## config.mk

```make
export PLATFORM = sky130hd
export DESIGN_NAME = mdc_ctrl
export DESIGN_NICKNAME = d
export VERILOG_FILES = /design/src/hw/mdc_ctrl.v /design/src/hw/mdc_fifo.v
export VERILOG_INCLUDE_DIRS = /design/src /design/src/hw
export SDC_FILE = /design/constraint.sdc
export NUM_CORES = 1
export LEC_CHECK = 0
export ABC_CLOCK_PERIOD_IN_PS = 7400
export BUFFER_PORTS_ARGS = -buffer_cell sky130_fd_sc_hd__buf_4
export CAP_MARGIN = 0
export CELL_PAD_IN_SITES_DETAIL_PLACEMENT = 0
export CELL_PAD_IN_SITES_GLOBAL_PLACEMENT = 1
export CORE_MARGIN = 10
export CORE_UTILIZATION = 50
export DETAILED_ROUTE_END_ITERATION = 8
export PLACE_DENSITY = 0.75
export SYNTH_ARGS = -nofsm -noshare
export SYNTH_HDL_FRONTEND = slang
export SYNTH_SLANG_ARGS = --single-unit
```

## constraint.sdc

```tcl
create_clock -name clk -period 7.4 [get_ports clk]
set_input_delay 1.48 -clock clk [delete_from_list [all_inputs] [get_ports clk]]
set_output_delay 1.48 -clock clk [all_outputs]
set_load 0.05 [all_outputs]
```

## src/hw/mdc_consts.vh

```
// constants for the master dma channel control block
// assumes an 8-bit i/o port bus synchronous to clk
// How it works
// [RULE_01] status bits 0-3 hold count-done flags of channels 4-7, cleared on status read
// [RULE_02] status bits 5-7 show pending requests of channels 5-7; channel 4 is cascade
// [RULE_03] command register clears on reset and on a master-disable write
// [RULE_04] command bit 7 picks grant polarity: 1 active high, 0 active low
// [RULE_05] command bit 6 picks request polarity: 1 active low, 0 active high
// [RULE_06] command bit 5 picks extended write; ignored while bit 3 is 0
// [RULE_07] command bit 4 picks rotating priority, else fixed priority
// [RULE_08] command bit 3 picks compressed timing; ignored while bit 1 is 0
// [RULE_09] command bit 2 disables the controller; software sets it while programming
// [RULE_10] command bit 1 holds channel 4 address; ignored while bit 0 is 0
// [RULE_11] command bit 0 enables memory-to-memory transfers
// [RULE_12] request port write sets or clears software request of selected channel
// [RULE_13] software sets block mode before relying on a software request
// [RULE_14] mask port write sets or clears selected mask; masked channels ignore requests
// [RULE_15] reset sets all four mask bits
// [RULE_16] each channel keeps 6 mode bits, loaded from bits 7-2 of mode write
// [RULE_17] mode bits 7-6 give service type: demand, single, block, cascade
// [RULE_18] mode bit 5 makes the address step down, else up
// [RULE_19] mode bit 4 enables auto reload
// [RULE_20] mode bits 3-2 give direction kind, ignored in cascade
// [RULE_21] any write to the pointer clear port resets the byte pointer
// [RULE_22] master-disable write acts as hardware reset of the control state; the code does not clear the mode registers or the record fifo on it
// [RULE_23] fixed priority grants lowest channel; rotating makes served channel lowest
`ifndef MDC_CONSTS_VH
`define MDC_CONSTS_VH

`define MDC_PORT_STATCMD 8'hd0
`define MDC_PORT_REQ 8'hd2
`define MDC_PORT_MASK 8'hd4
`define MDC_PORT_MODE 8'hd6
`define MDC_PORT_PTRCLR 8'hd8
`define MDC_PORT_TEMP 8'hda
`define MDC_PORT_CLRMASK 8'hdc
`define MDC_PORT_WRMASK 8'hde
`define MDC_PORT_CHAN_LO 8'hc0
`define MDC_PORT_CHAN_HI 8'hce

`define MDC_CMD_GRANT_POL 7
`define MDC_CMD_REQ_POL 6
`define MDC_CMD_WSTRETCH 5
`define MDC_CMD_ROTATE 4
`define MDC_CMD_COMPRESS 3
`define MDC_CMD_OFF 2
`define MDC_CMD_HOLD 1
`define MDC_CMD_MEMCOPY 0

`define MDC_SEL_SET 2
`define MDC_SEL_HI 1
`define MDC_SEL_LO 0
`define MDC_MODE_HI 7
`define MDC_MODE_LO 2
`define MDC_MODE_W 6

`define MDC_SVC_DEMAND 2'h0
`define MDC_SVC_SINGLE 2'h1
`define MDC_SVC_BLOCK 2'h2
`define MDC_SVC_CASCADE 2'h3

`define MDC_CMD_RESET 8'h00
`define MDC_MASK_RESET 4'hf
`define MDC_REC_W 8
`define MDC_FIFO_DEPTH 32

`endif

```

## src/hw/mdc_ctrl.v

```verilog
// control, status and arbitration for dma channels 4 to 7
// assumes an 8-bit i/o bus and a transfer datapath outside that
// produces grant records and takes end of service and count done as inputs
`timescale 1ns/1ps
`include "mdc_consts.vh"
module mdc_ctrl #(
  parameter NCH = 4,
  parameter FIFO_DEPTH = `MDC_FIFO_DEPTH,
  parameter FIFO_AW = 5
) (
  input wire clk,
  input wire nrst,
  input wire [7:0] io_addr,
  input wire io_wr,
  input wire io_rd,
  input wire [7:0] io_wdata,
  output reg [7:0] io_rdata,
  input wire [NCH-1:0] request_line,
  output wire [NCH-1:0] grant_line,
  input wire [NCH-1:0] count_done,
  input wire xfer_done,
  input wire temp_load,
  input wire [7:0] temp_data,
  output wire rec_valid,
  input wire rec_ready,
  output wire [`MDC_REC_W-1:0] rec_data,
  output reg write_stretch,
  output reg compressed_cycles,
  output reg hold_addr_ch_four,
  output reg mem_copy_enable,
  output reg controller_off,
  output reg byte_pointer
);
  localparam ST_IDLE = 2'h0;
  localparam ST_PUSH = 2'h1;
  localparam ST_SERVE = 2'h2;

  reg [7:0] cmd_q;
  reg [NCH-1:0] mask_q;
  reg [NCH-1:0] swreq_q;
  reg [NCH-1:0] done_q;
  reg [`MDC_MODE_W-1:0] mode_q [0:NCH-1];
  reg [7:0] temp_q;
  reg ptr_q;
  reg [1:0] st_q;
  reg [1:0] chan_q;
  reg [1:0] base_q;
  reg [1:0] win_d;
  reg win_found;
  reg [NCH-1:0] served_q;

  wire wr_statcmd = io_wr && (io_addr == `MDC_PORT_STATCMD);
  wire wr_req = io_wr && (io_addr == `MDC_PORT_REQ);
  wire wr_mask = io_wr && (io_addr == `MDC_PORT_MASK);
  wire wr_mode = io_wr && (io_addr == `MDC_PORT_MODE);
  wire wr_ptrclr = io_wr && (io_addr == `MDC_PORT_PTRCLR);
  wire wr_mdis = io_wr && (io_addr == `MDC_PORT_TEMP);
  wire wr_clrmask = io_wr && (io_addr == `MDC_PORT_CLRMASK);
  wire wr_wrmask = io_wr && (io_addr == `MDC_PORT_WRMASK);
  wire rd_stat = io_rd && (io_addr == `MDC_PORT_STATCMD);
  // paired-byte ports of the channel address and count registers
  wire chan_acc = (io_wr || io_rd) && !io_addr[0] &&
                  (io_addr >= `MDC_PORT_CHAN_LO) &&
                  (io_addr <= `MDC_PORT_CHAN_HI);
  wire [1:0] sel = io_wdata[`MDC_SEL_HI:`MDC_SEL_LO];
  wire fifo_ready;
  wire [NCH-1:0] hw_req;
  wire [NCH-1:0] pend;
  wire [NCH-1:0] elig;
  wire [NCH-1:0] grant_act;
  wire [`MDC_MODE_W-1:0] cur_mode;
  wire [1:0] cur_dir;

  // [RULE_05] request sense polarity
  assign hw_req = request_line ^ {NCH{cmd_q[`MDC_CMD_REQ_POL]}};
  assign pend = hw_req | swreq_q;
  // [RULE_14] masked channels ignore requests
  assign elig = pend & ~mask_q & ~served_q;

  // [RULE_23] search from base, lowest index wins
  always @* begin : arb
    integer k;
    reg [1:0] idx;
    win_d = 2'h0;
    win_found = 1'b0;
    idx = 2'h0;
    for (k = NCH - 1; k >= 0; k = k - 1) begin
      idx = base_q + k[1:0];
      if (elig[idx]) begin
        win_d = idx;
        win_found = 1'b1;
      end
    end
  end

  // [RULE_09] no new service starts from idle while the controller is off
  wire start = (st_q == ST_IDLE) && win_found && !cmd_q[`MDC_CMD_OFF];

  always @(posedge clk) begin
    if (!nrst || wr_mdis) begin
      st_q <= ST_IDLE;
      chan_q <= 2'h0;
      base_q <= 2'h0;
      served_q <= {NCH{1'b0}};
    end else begin
      case (st_q)
        ST_IDLE: begin
          served_q <= {NCH{1'b0}};
          if (start) begin
            chan_q <= win_d;
            st_q <= ST_PUSH;
          end
        end
        // stalls here until the fifo has room
        ST_PUSH: begin
          if (fifo_ready) begin
            st_q <= ST_SERVE;
          end
        end
        ST_SERVE: begin
          if (xfer_done) begin
            st_q <= ST_IDLE;
            // [RULE_07] rotate: served channel drops to lowest
            if (cmd_q[`MDC_CMD_ROTATE]) begin
              base_q <= chan_q + 2'h1;
            end else begin
              base_q <= 2'h0;
            end
          end
        end
        default: begin
          st_q <= ST_IDLE;
        end
      endcase
    end
  end

  // [RULE_04] grant polarity
  genvar g;
  generate
    for (g = 0; g < NCH; g = g + 1) begin : gl
      assign grant_act[g] = (st_q == ST_SERVE) && (chan_q == g);
      assign grant_line[g] = grant_act[g] ~^ cmd_q[`MDC_CMD_GRANT_POL];
    end
  endgenerate

  // [RULE_17] service type decode
  // [RULE_20] direction kind ignored in cascade
  assign cur_mode = mode_q[chan_q];
  assign cur_dir = (cur_mode[5:4] == `MDC_SVC_CASCADE) ? 2'h0 :
                   cur_mode[1:0];

  // [RULE_18] step direction in record
  // [RULE_19] auto reload in record
  mdc_fifo #(
    .WIDTH(`MDC_REC_W),
    .DEPTH(FIFO_DEPTH),
    .AW(FIFO_AW)
  ) u_fifo (
    .clk(clk),
    .nrst(nrst),
    .in_valid(st_q == ST_PUSH),
    .in_ready(fifo_ready),
    .in_data({chan_q, cur_mode[5:2], cur_dir}),
    .out_valid(rec_valid),
    .out_ready(rec_ready),
    .out_data(rec_data)
  );

  // [RULE_03] command clears on reset and master disable
  always @(posedge clk) begin
    if (!nrst || wr_mdis) begin
      cmd_q <= `MDC_CMD_RESET;
    end else if (wr_statcmd) begin
      cmd_q <= io_wdata;
    end
  end

  // [RULE_15] reset masks every channel
  // [RULE_22] master disable masks as well
  always @(posedge clk) begin
    if (!nrst || wr_mdis) begin
      mask_q <= `MDC_MASK_RESET;
    end else if (wr_mask) begin
      // [RULE_14] single-channel mask set or clear
      mask_q[sel] <= io_wdata[`MDC_SEL_SET];
    end else if (wr_clrmask) begin
      mask_q <= {NCH{1'b0}};
    end else if (wr_wrmask) begin
      mask_q <= io_wdata[NCH-1:0];
    end
  end

  // software request ends with the channel's count done
  always @(posedge clk) begin
    if (!nrst || wr_mdis) begin
      swreq_q <= {NCH{1'b0}};
    end else begin
      // [RULE_12] software request set or clear
      swreq_q <= (swreq_q & ~count_done) |
                 ((wr_req && io_wdata[`MDC_SEL_SET]) ?
                  ({{(NCH-1){1'b0}}, 1'b1} << sel) : {NCH{1'b0}});
      if (wr_req && !io_wdata[`MDC_SEL_SET]) begin
        swreq_q[sel] <= 1'b0;
      end
    end
  end

  // [RULE_01] count-done flags; a new event beats the read clear
  always @(posedge clk) begin
    if (!nrst || wr_mdis) begin
      done_q <= {NCH{1'b0}};
    end else if (rd_stat) begin
      done_q <= count_done;
    end else begin
      done_q <= done_q | count_done;
    end
  end

  // [RULE_16] per-channel mode store
  genvar m;
  generate
    for (m = 0; m < NCH; m = m + 1) begin : gm
      always @(posedge clk) begin
        if (!nrst) begin
          mode_q[m] <= {`MDC_MODE_W{1'b0}};
        end else if (wr_mode && (sel == m)) begin
          mode_q[m] <= io_wdata[`MDC_MODE_HI:`MDC_MODE_LO];
        end
      end
    end
  endgenerate

  always @(posedge clk) begin
    if (!nrst || wr_mdis) begin
      temp_q <= 8'h00;
    end else if (temp_load) begin
      temp_q <= temp_data;
    end
  end

  // [RULE_21] pointer clear; paired-byte accesses flip it
  always @(posedge clk) begin
    if (!nrst || wr_mdis || wr_ptrclr) begin
      ptr_q <= 1'b0;
    end else if (chan_acc) begin
      ptr_q <= ~ptr_q;
    end
  end

  // read data registered one cycle after the strobe
  always @(posedge clk) begin
    if (!nrst) begin
      io_rdata <= 8'h00;
    end else if (rd_stat) begin
      // [RULE_02] pending flags 5-7, bit 4 held at zero for cascade
      io_rdata <= {pend[3:1], 1'b0, done_q};
    end else if (io_rd && (io_addr == `MDC_PORT_TEMP)) begin
      io_rdata <= temp_q;
    end else if (io_rd) begin
      io_rdata <= 8'h00;
    end
  end

  // option outputs with their don't-care conditions folded in
  always @(posedge clk) begin
    if (!nrst) begin
      write_stretch <= 1'b0;
      compressed_cycles <= 1'b0;
      hold_addr_ch_four <= 1'b0;
      mem_copy_enable <= 1'b0;
      controller_off <= 1'b0;
      byte_pointer <= 1'b0;
    end else begin
      // [RULE_06] extended write needs compressed timing bit
      write_stretch <= cmd_q[`MDC_CMD_WSTRETCH] & cmd_q[`MDC_CMD_COMPRESS];
      // [RULE_08] compressed timing needs hold bit
      compressed_cycles <= cmd_q[`MDC_CMD_COMPRESS] & cmd_q[`MDC_CMD_HOLD];
      // [RULE_10] address hold needs memory copy
      hold_addr_ch_four <= cmd_q[`MDC_CMD_HOLD] & cmd_q[`MDC_CMD_MEMCOPY];
      // [RULE_11] memory-to-memory enable
      mem_copy_enable <= cmd_q[`MDC_CMD_MEMCOPY];
      controller_off <= cmd_q[`MDC_CMD_OFF];
      byte_pointer <= ptr_q;
    end
  end
endmodule

```

## src/hw/mdc_fifo.v

```verilog
// synchronous fifo carrying grant records to the transfer datapath
// assumes one clock; in and out both use valid/ready
`timescale 1ns/1ps
module mdc_fifo #(
  parameter WIDTH = 8,
  parameter DEPTH = 32,
  parameter AW = 5
) (
  input wire clk,
  input wire nrst,
  input wire in_valid,
  output wire in_ready,
  input wire [WIDTH-1:0] in_data,
  output wire out_valid,
  input wire out_ready,
  output wire [WIDTH-1:0] out_data
);
  reg [WIDTH-1:0] mem_q [0:DEPTH-1];
  reg [AW-1:0] wr_q;
  reg [AW-1:0] rd_q;
  reg [AW:0] cnt_q;
  wire push;
  wire pop;

  assign in_ready = (cnt_q != DEPTH[AW:0]);
  assign out_valid = (cnt_q != {(AW+1){1'b0}});
  assign out_data = mem_q[rd_q];
  assign push = in_valid & in_ready;
  assign pop = out_valid & out_ready;

  always @(posedge clk) begin
    if (push) begin
      mem_q[wr_q] <= in_data;
    end
  end

  always @(posedge clk) begin
    if (!nrst) begin
      wr_q <= {AW{1'b0}};
      rd_q <= {AW{1'b0}};
      cnt_q <= {(AW+1){1'b0}};
    end else begin
      if (push) begin
        wr_q <= (wr_q == DEPTH[AW-1:0] - 1'b1) ? {AW{1'b0}} : wr_q + 1'b1;
      end
      if (pop) begin
        rd_q <= (rd_q == DEPTH[AW-1:0] - 1'b1) ? {AW{1'b0}} : rd_q + 1'b1;
      end
      if (push && !pop) begin
        cnt_q <= cnt_q + 1'b1;
      end else if (pop && !push) begin
        cnt_q <= cnt_q - 1'b1;
      end
    end
  end
endmodule

```

==> run_results.csv, run 1 <==
group,metric,value,unit
final_layout,layout_common_cells,"edfxtp_1 (280), mux4_2 (86), nor2_1 (70), dfxtp_1 (70), buf_4 (70)",
global_route,grtUsageTotal,18.0,%
clocking,ctsResizeCount,0,
final_layout,seqCellArea,9850,sq um
sta,fmax,200,MHz
worst_setup_path,end_kind,"output pin",
drt,post_drt_wl_per_cell,23.9,microns
clocking,cts_htree_levels,2,
global_route,grt_max_degree,65,
clocking,clkTransAtPathRegs,0.06,ns
worst_hold_path,hold_path.class,"register to register",
final_layout,final_common_cell,"edfxtp_1",
placement,globalplace.congestion,0.773,
sta,fin_skew,0.0235,ns
worst_setup_path,path_max_fanout,39,
synthesis,yosysUniqueCellTypes,56,
die,dieArea,36000,sq um
synthesis,ys_ff_latch,352,
synthesis,synth_top_family_by_area,"multiplexers",
power_and_ir_drop,ir_drop,0.000172,V
synthesis,synth_mux_area_share,15.7,%
placement,port_buffers,65,
synthesis,syn_inst,860,
global_route,grt-ovfl-total,0,
synthesis,synth-seq-area-share,68.4,%
die,io_pins,66,
synthesis,yosys.area_share.simple,7.74,%
clocking,cts_setup_buffers,0,
synthesis,synth_edf_count,280,
drt,drcViolationCount,0,
sta,setup_viol,0,
worst_setup_path,critPathKind,"register to output pin",
synthesis,async_reset_ff_share,0,%
final_layout,final_layout_size_suffix_gt1_share,24.4,%
run_status,status,"finished clean",
final_layout,area_delta_synth_final,14.5,%
clocking,holdBufCountCts,0,
sta,rsz0062_at_grt,"false",
clocking,cts_tree,"done",
final_layout,multi_input_area,4320,sq um
die,core_area,28500,sq um
sta,setup-tns-final,0,ns
synthesis,avgSynthCellArea,16.7,sq um
sta,timing.slew.headroom,18.6,%
power_and_ir_drop,leakage,5.28,nW
sta,period_share,67.7,%
die,die_w,190,microns
global_route,first_global_vias,8064,
sta,worstMarginPinSlew,1.22,ns
synthesis,synth_nets,916,
worst_setup_path,critPathLaunchType,"register",
placement,dpl.hpwl,19900,microns
sta,setup_slack,2.39,ns
clocking,cts_root_buf,"clkbuf_16",
sta,maxSlewViolCount,0,
global_route,grt_pass1_wl,49700,microns
clocking,clockBufferDepth,3,
placement,post_dp_cell_area,15200,sq um
drt,drt_iter0_markers,611,
die,num_rows,62,
final_layout,fillers,2272,
clocking,clock-sinks,352,
drt,ant_nets,0,
worst_setup_path,regToRegSetupSlack,4.20,ns
synthesis,synth-main-ff-cell,"edfxtp_1",
final_layout,num-nets-final,984,
placement,preCtsSetupSlack,2.81,ns
synthesis,synthAdderAreaFrac,1.53,%
worst_setup_path,cp.required,5.92,ns
clocking,clock_latency,0.53,ns
final_layout,stdcell_area,16500,sq um
die,initial_core_util,50.4,%
synthesis,yosysWarnings,0,
synthesis,synth_xor_xnor_area_share,0.852,%
final_layout,instances_no_fill,1342,
flow_run,maxCapViolations,0,
sta,fin_crit,5.01,ns
sta,finalHoldViolations,0,
die,die_h,190,microns
clocking,cts_made_buffers,38,
drt,wl,32000,microns
worst_setup_path,cp.arrival,3.53,ns
synthesis,synth-compound-area-share,4.17,%
global_route,antenna_found_initial,0,
placement,dp_cells,1272,
drt,dr.pass1.iters,5,
synthesis,syn-cell-area,14400,sq um
drt,vias,7732,
final_layout,antennaDiodeCount,0,
drt,viasPerCell,5.76,
power_and_ir_drop,p_per_area,293,nW/um^2
## sequential cells by signal, summed over array words and instances (netlist names), 5 cells and up, named ones only
signal,flops
u_fifo.mem_q,256
mode_q,24
cmd_q,8
io_rdata,8
temp_q,8
u_fifo.cnt_q,6
u_fifo.rd_q,5
u_fifo.wr_q,5
## worst max-delay path, stage by stage, from the launching register on
cell and delay, ns:
dfxtp_4 0.87, buf_4 0.56, mux4_2 0.58, mux4_2 0.48
mux2_2 0.31, buf_4 0.20
## path summary, 6_finish.rpt
path,start,end,cells past startpoint
worst max register to register,u_fifo.cnt_q[0],u_fifo.cnt_q[5],12
worst min register to register,io_rdata[4],io_rdata[4],2
worst max-delay path,register,rec_data[6],5
worst min-delay path,io_rdata[4],io_rdata[4],2
## metal layers
| metal | wire length, microns | vias to the layer above | part of all wire, % | track usage, % |
|---|---|---|---|---|
| met5 | 0 | - | 0 | 0 |
| met1 | 13700 | 3930 | 43 | 24.1 |
| met2 | 15400 | 261 | 48 | 29.0 |
| met3 | 2270 | 44 | 7.1 | 4.54 |
| li1 | - | 3497 | - | - |
| met4 | 634 | 0 | 2.0 | 4.82 |
## report_power, final
| group | switching (mW) | internal [mW] |
|---|---|---|
| registers | 0.0721 | 2.16 |
| clock network | 0.755 | 1.15 |
| logic | 0.343 | 0.354 |
## stage by stage
| step | power [mW] | util, % | hold WS [ns] |
|---|---|---|---|
| after floorplan | 2.82 | - | 0.443 |
| after global placement | 2.98 | 53.3 | 0.471 |
| after detailed placement | 2.99 | 53.3 | 0.475 |
| after CTS | 4.89 | 57.8 | 0.490 |
| after global routing | 5.02 | 57.8 | 0.510 |
| final | 4.84 | 57.8 | 0.487 |
## kinds of logic (layout without fill, tap and decap cells)
family	Yosys count	count (layout)
buf+inv	54	152
mux	117	117
xor+xnor	14	14
flops	352	352
fa+ha+maj	17	17
simple gates	216	216
compound gates	90	90
## final cells by class
| cell class | count | area share, % |
|---|---|---|
| clock inverters | 21 | 1.54 |
| repair buffers | 70 | 3.19 |
| well taps | 384 | 2.91 |
| flip-flops and latches | 352 | 59.7 |
| multi-input cells | 454 | 26.2 |
| clock buffers | 49 | 6.14 |
| inverters | 12 | 0.273 |
## cell usage after synthesis (3+ instances only)
library cell	count	area share, %
clkbuf_1	26	0.68
or3_1	3	0.13
nor2b_1	16	0.70
mux2i_1	23	1.6
nand4_1	5	0.22
mux2_2	8	0.63
nor4_1	5	0.22
nand2_1	32	0.83
nor3_1	8	0.28
a22o_1	4	0.24
and3_1	8	0.35
xnor2_1	5	0.30
and2_1	30	1.3
inv_1	11	0.29
mux4_2	86	13
o21ai_0	21	0.73
nand4b_1	3	0.18
nand2b_1	12	0.52
edfxtp_1	280	58
o21ba_2	3	0.21
buf_1	7	0.18
nand3_1	8	0.28
or4_1	3	0.16
o22ai_1	3	0.13
a21boi_0	11	0.57
xor2_1	9	0.55
o21bai_1	3	0.16
nand3b_1	6	0.31
a21oi_1	22	0.76
o21a_1	4	0.21
buf_4	6	0.31
ha_1	16	1.4
dfxtp_1	72	10
nor2_1	70	1.8
Note: power is estimated with default switching activity, not from simulation.
==> run 2, diff against run 1 <==
Settings changed: ABC_CLOCK_PERIOD_IN_PS 7400 to 4050, CORE_UTILIZATION 50 to 47, PLACE_DENSITY 0.75 to 0.74.
Clock period 7.4 ns to 4.05 ns, I/O delays scaled along.
==> run 2 against run 1 <==
Effect of this change: combinational power increased by 98%; die area increased by 5.7%; cell count increased by 2.2%; clock power increased by 77%; core utilization decreased by 3.1 points; via count about the same; count of clock-buffer cells in the layout decreased by 3; power increased by 81%; sequential power increased by 79%; non-clock buffer count increased by 18; largest cell class unchanged; highest routed layer unchanged.
==> run_results.csv, run 2 (synthesis gave the netlist of run 1 again) <==
group,metric,value,unit
drt,vias,7729,
final_layout,largest_reg_flops,256,
clocking,cts_made_buffers,38,
worst_hold_path,whs_endpoint,"mem_copy_enable",
sta,setup_viol,0,
die,dieArea,38000,sq um
drt,post_drt_wl_per_cell,22.4,microns
worst_setup_path,cp.arrival,2.86,ns
final_layout,final_common_cell,"edfxtp_1",
power_and_ir_drop,leakage,5.36,nW
sta,maxSlewViolCount,0,
sta,fmax,272,MHz
drt,drcViolationCount,0,
die,num_rows,64,
worst_setup_path,regToRegSetupSlack,0.93,ns
global_route,grtUsageMet2,25.5,%
final_layout,top_register,"u_fifo.mem_q",
clocking,ctsResizeCount,0,
sta,fin_skew,0.0246,ns
placement,dp_cells,1302,
clocking,cts_root_buf,"clkbuf_16",
run_status,status,"finished clean",
sta,setup-tns-final,0,ns
global_route,grt_busiest_layer,"met2",
drt,wl,30800,microns
worst_setup_path,critPathLaunchType,"register",
drt,viasPerCell,5.63,
clocking,clock_latency,0.53,ns
sta,rsz0062_at_grt,"false",
clocking,cts_setup_buffers,0,
global_route,grtUsageMet1,21.7,%
final_layout,largest_registers,"u_fifo.mem_q: 256 flops, mode_q: 24 flops",
power_and_ir_drop,p_per_area,528,nW/um^2
clocking,clockBufferDepth,3,
global_route,antenna_found_initial,0,
drt,ant_nets,0,
global_route,grtUsageTotal,16.0,%
final_layout,final_layout_size_suffix_gt1_share,25.9,%
worst_setup_path,r2r_start,"u_fifo.cnt_q[0]",
clocking,holdBufCountCts,0,
clocking,clock-sinks,352,
clocking,clkTransAtPathRegs,0.06,ns
die,io_pins,66,
placement,dpl.hpwl,19500,microns
global_route,grt_max_degree,65,
global_route,grt_pass1_wl,47900,microns
sta,finalHoldViolations,0,
die,die_h,195,microns
worst_setup_path,rr_worst_depth,12,
worst_setup_path,end_kind,"output pin",
final_layout,antennaDiodeCount,0,
sta,worstMarginPinSlew,1.00,ns
global_route,grt_use_met3,4.27,%
die,die_w,195,microns
worst_hold_path,holdCritStartpoint,"cmd_q[0]",
worst_hold_path,hold_path.class,"register to register",
global_route,first_global_vias,8033,
placement,globalplace.congestion,0.789,
final_layout,layout_common_cells,"edfxtp_1 (280), mux4_2 (86), buf_4 (86)",
power_and_ir_drop,ir_drop,0.000276,V
worst_setup_path,critPathKind,"register to output pin",
die,initial_core_util,47.3,%
clocking,cts_tree,"done",
sta,timing.slew.headroom,33.1,%
worst_setup_path,cp.required,3.24,ns
sta,period_share,90.7,%
global_route,grt-ovfl-total,0,
final_layout,area_delta_synth_final,15.5,%
final_layout,instances_no_fill,1372,
sta,fin_crit,3.67,ns
worst_setup_path,r2r-end,"u_fifo.cnt_q[5]",
clocking,cts_htree_levels,2,
drt,drt_iter0_markers,492,
placement,port_buffers,65,
worst_hold_path,hold_depth,1,
final_layout,num-nets-final,1002,
drt,dr.pass1.iters,4,
flow_run,maxCapViolations,0,
die,core_area,30400,sq um
worst_setup_path,path_max_fanout,43,
-- run 2: cell types whose count changed in the layout (fill, tap and decap cells not counted), sizes merged --
| cell | change |
|---|---|
| buf | +18 |
| bufinv | -2 |
| clkbuf | -3 |
| clkinv | +4 |
| clkinvlp | +1 |
-- run 2: worst max-delay path, stage by stage (launching register included) --
cell	delay (ns)
dfxtp_4	0.36
buf_12	0.29
mux4_2	0.61
mux4_2	0.53
mux2_2	0.28
buf_4	0.19
-- run 2: stage by stage --
stage | worst slack [ns] | hold WS [ns] | cell area [sq um] | util (%) | power (mW)
6_report | 0.375 | 0.477 | 16600 | 54.7 | 8.78
5_1_grt | 0.257 | 0.512 | 16600 | 54.7 | 9.11
4_1_cts | 0.334 | 0.490 | 16600 | 54.7 | 8.86
3_5_place_dp | 0.888 | 0.469 | 15400 | 50.6 | 5.49
3_3_place_gp | 0.900 | 0.469 | 15400 | 50.6 | 5.48
2_1_floorplan | 1.13 | 0.443 | 14400 | - | 5.15
-- run 2: final cells by class --
class | instances | area, sq um
well taps | 396 | 495
clock buffers | 46 | 1010
flip-flops and latches | 352 | 9850
inverters | 12 | 45.0
clock inverters | 24 | 221
fillers | 2428 | 13800
repair buffers | 88 | 686
multi-input cells | 454 | 4320
-- run 2: worst max path at each step --
stage               cells after the start     endpoint  startpoint  slack, ns
floorplan                               5  rec_data[0]    register       1.13
global placement                        5  rec_data[3]    register       0.90
detailed placement                      5  rec_data[3]    register       0.89
CTS                                     5  rec_data[3]    register       0.33
global route                            5  rec_data[3]    register       0.26
finish                                  5  rec_data[4]    register       0.38
-- run 2: per-layer routing --
metal	vias to the layer above	part of all wire, %
met5	-	0
met4	0	1.8
met3	40	7.4
met2	262	48
met1	3884	43
li1	3543	-
-- run 2: where the power goes --
part | switching, mW | internal [mW] | leakage [nW]
combinational | 0.721 | 0.662 | 1.73
sequential | 0.0555 | 3.95 | 3.02
clock | 1.40 | 1.99 | 0.604
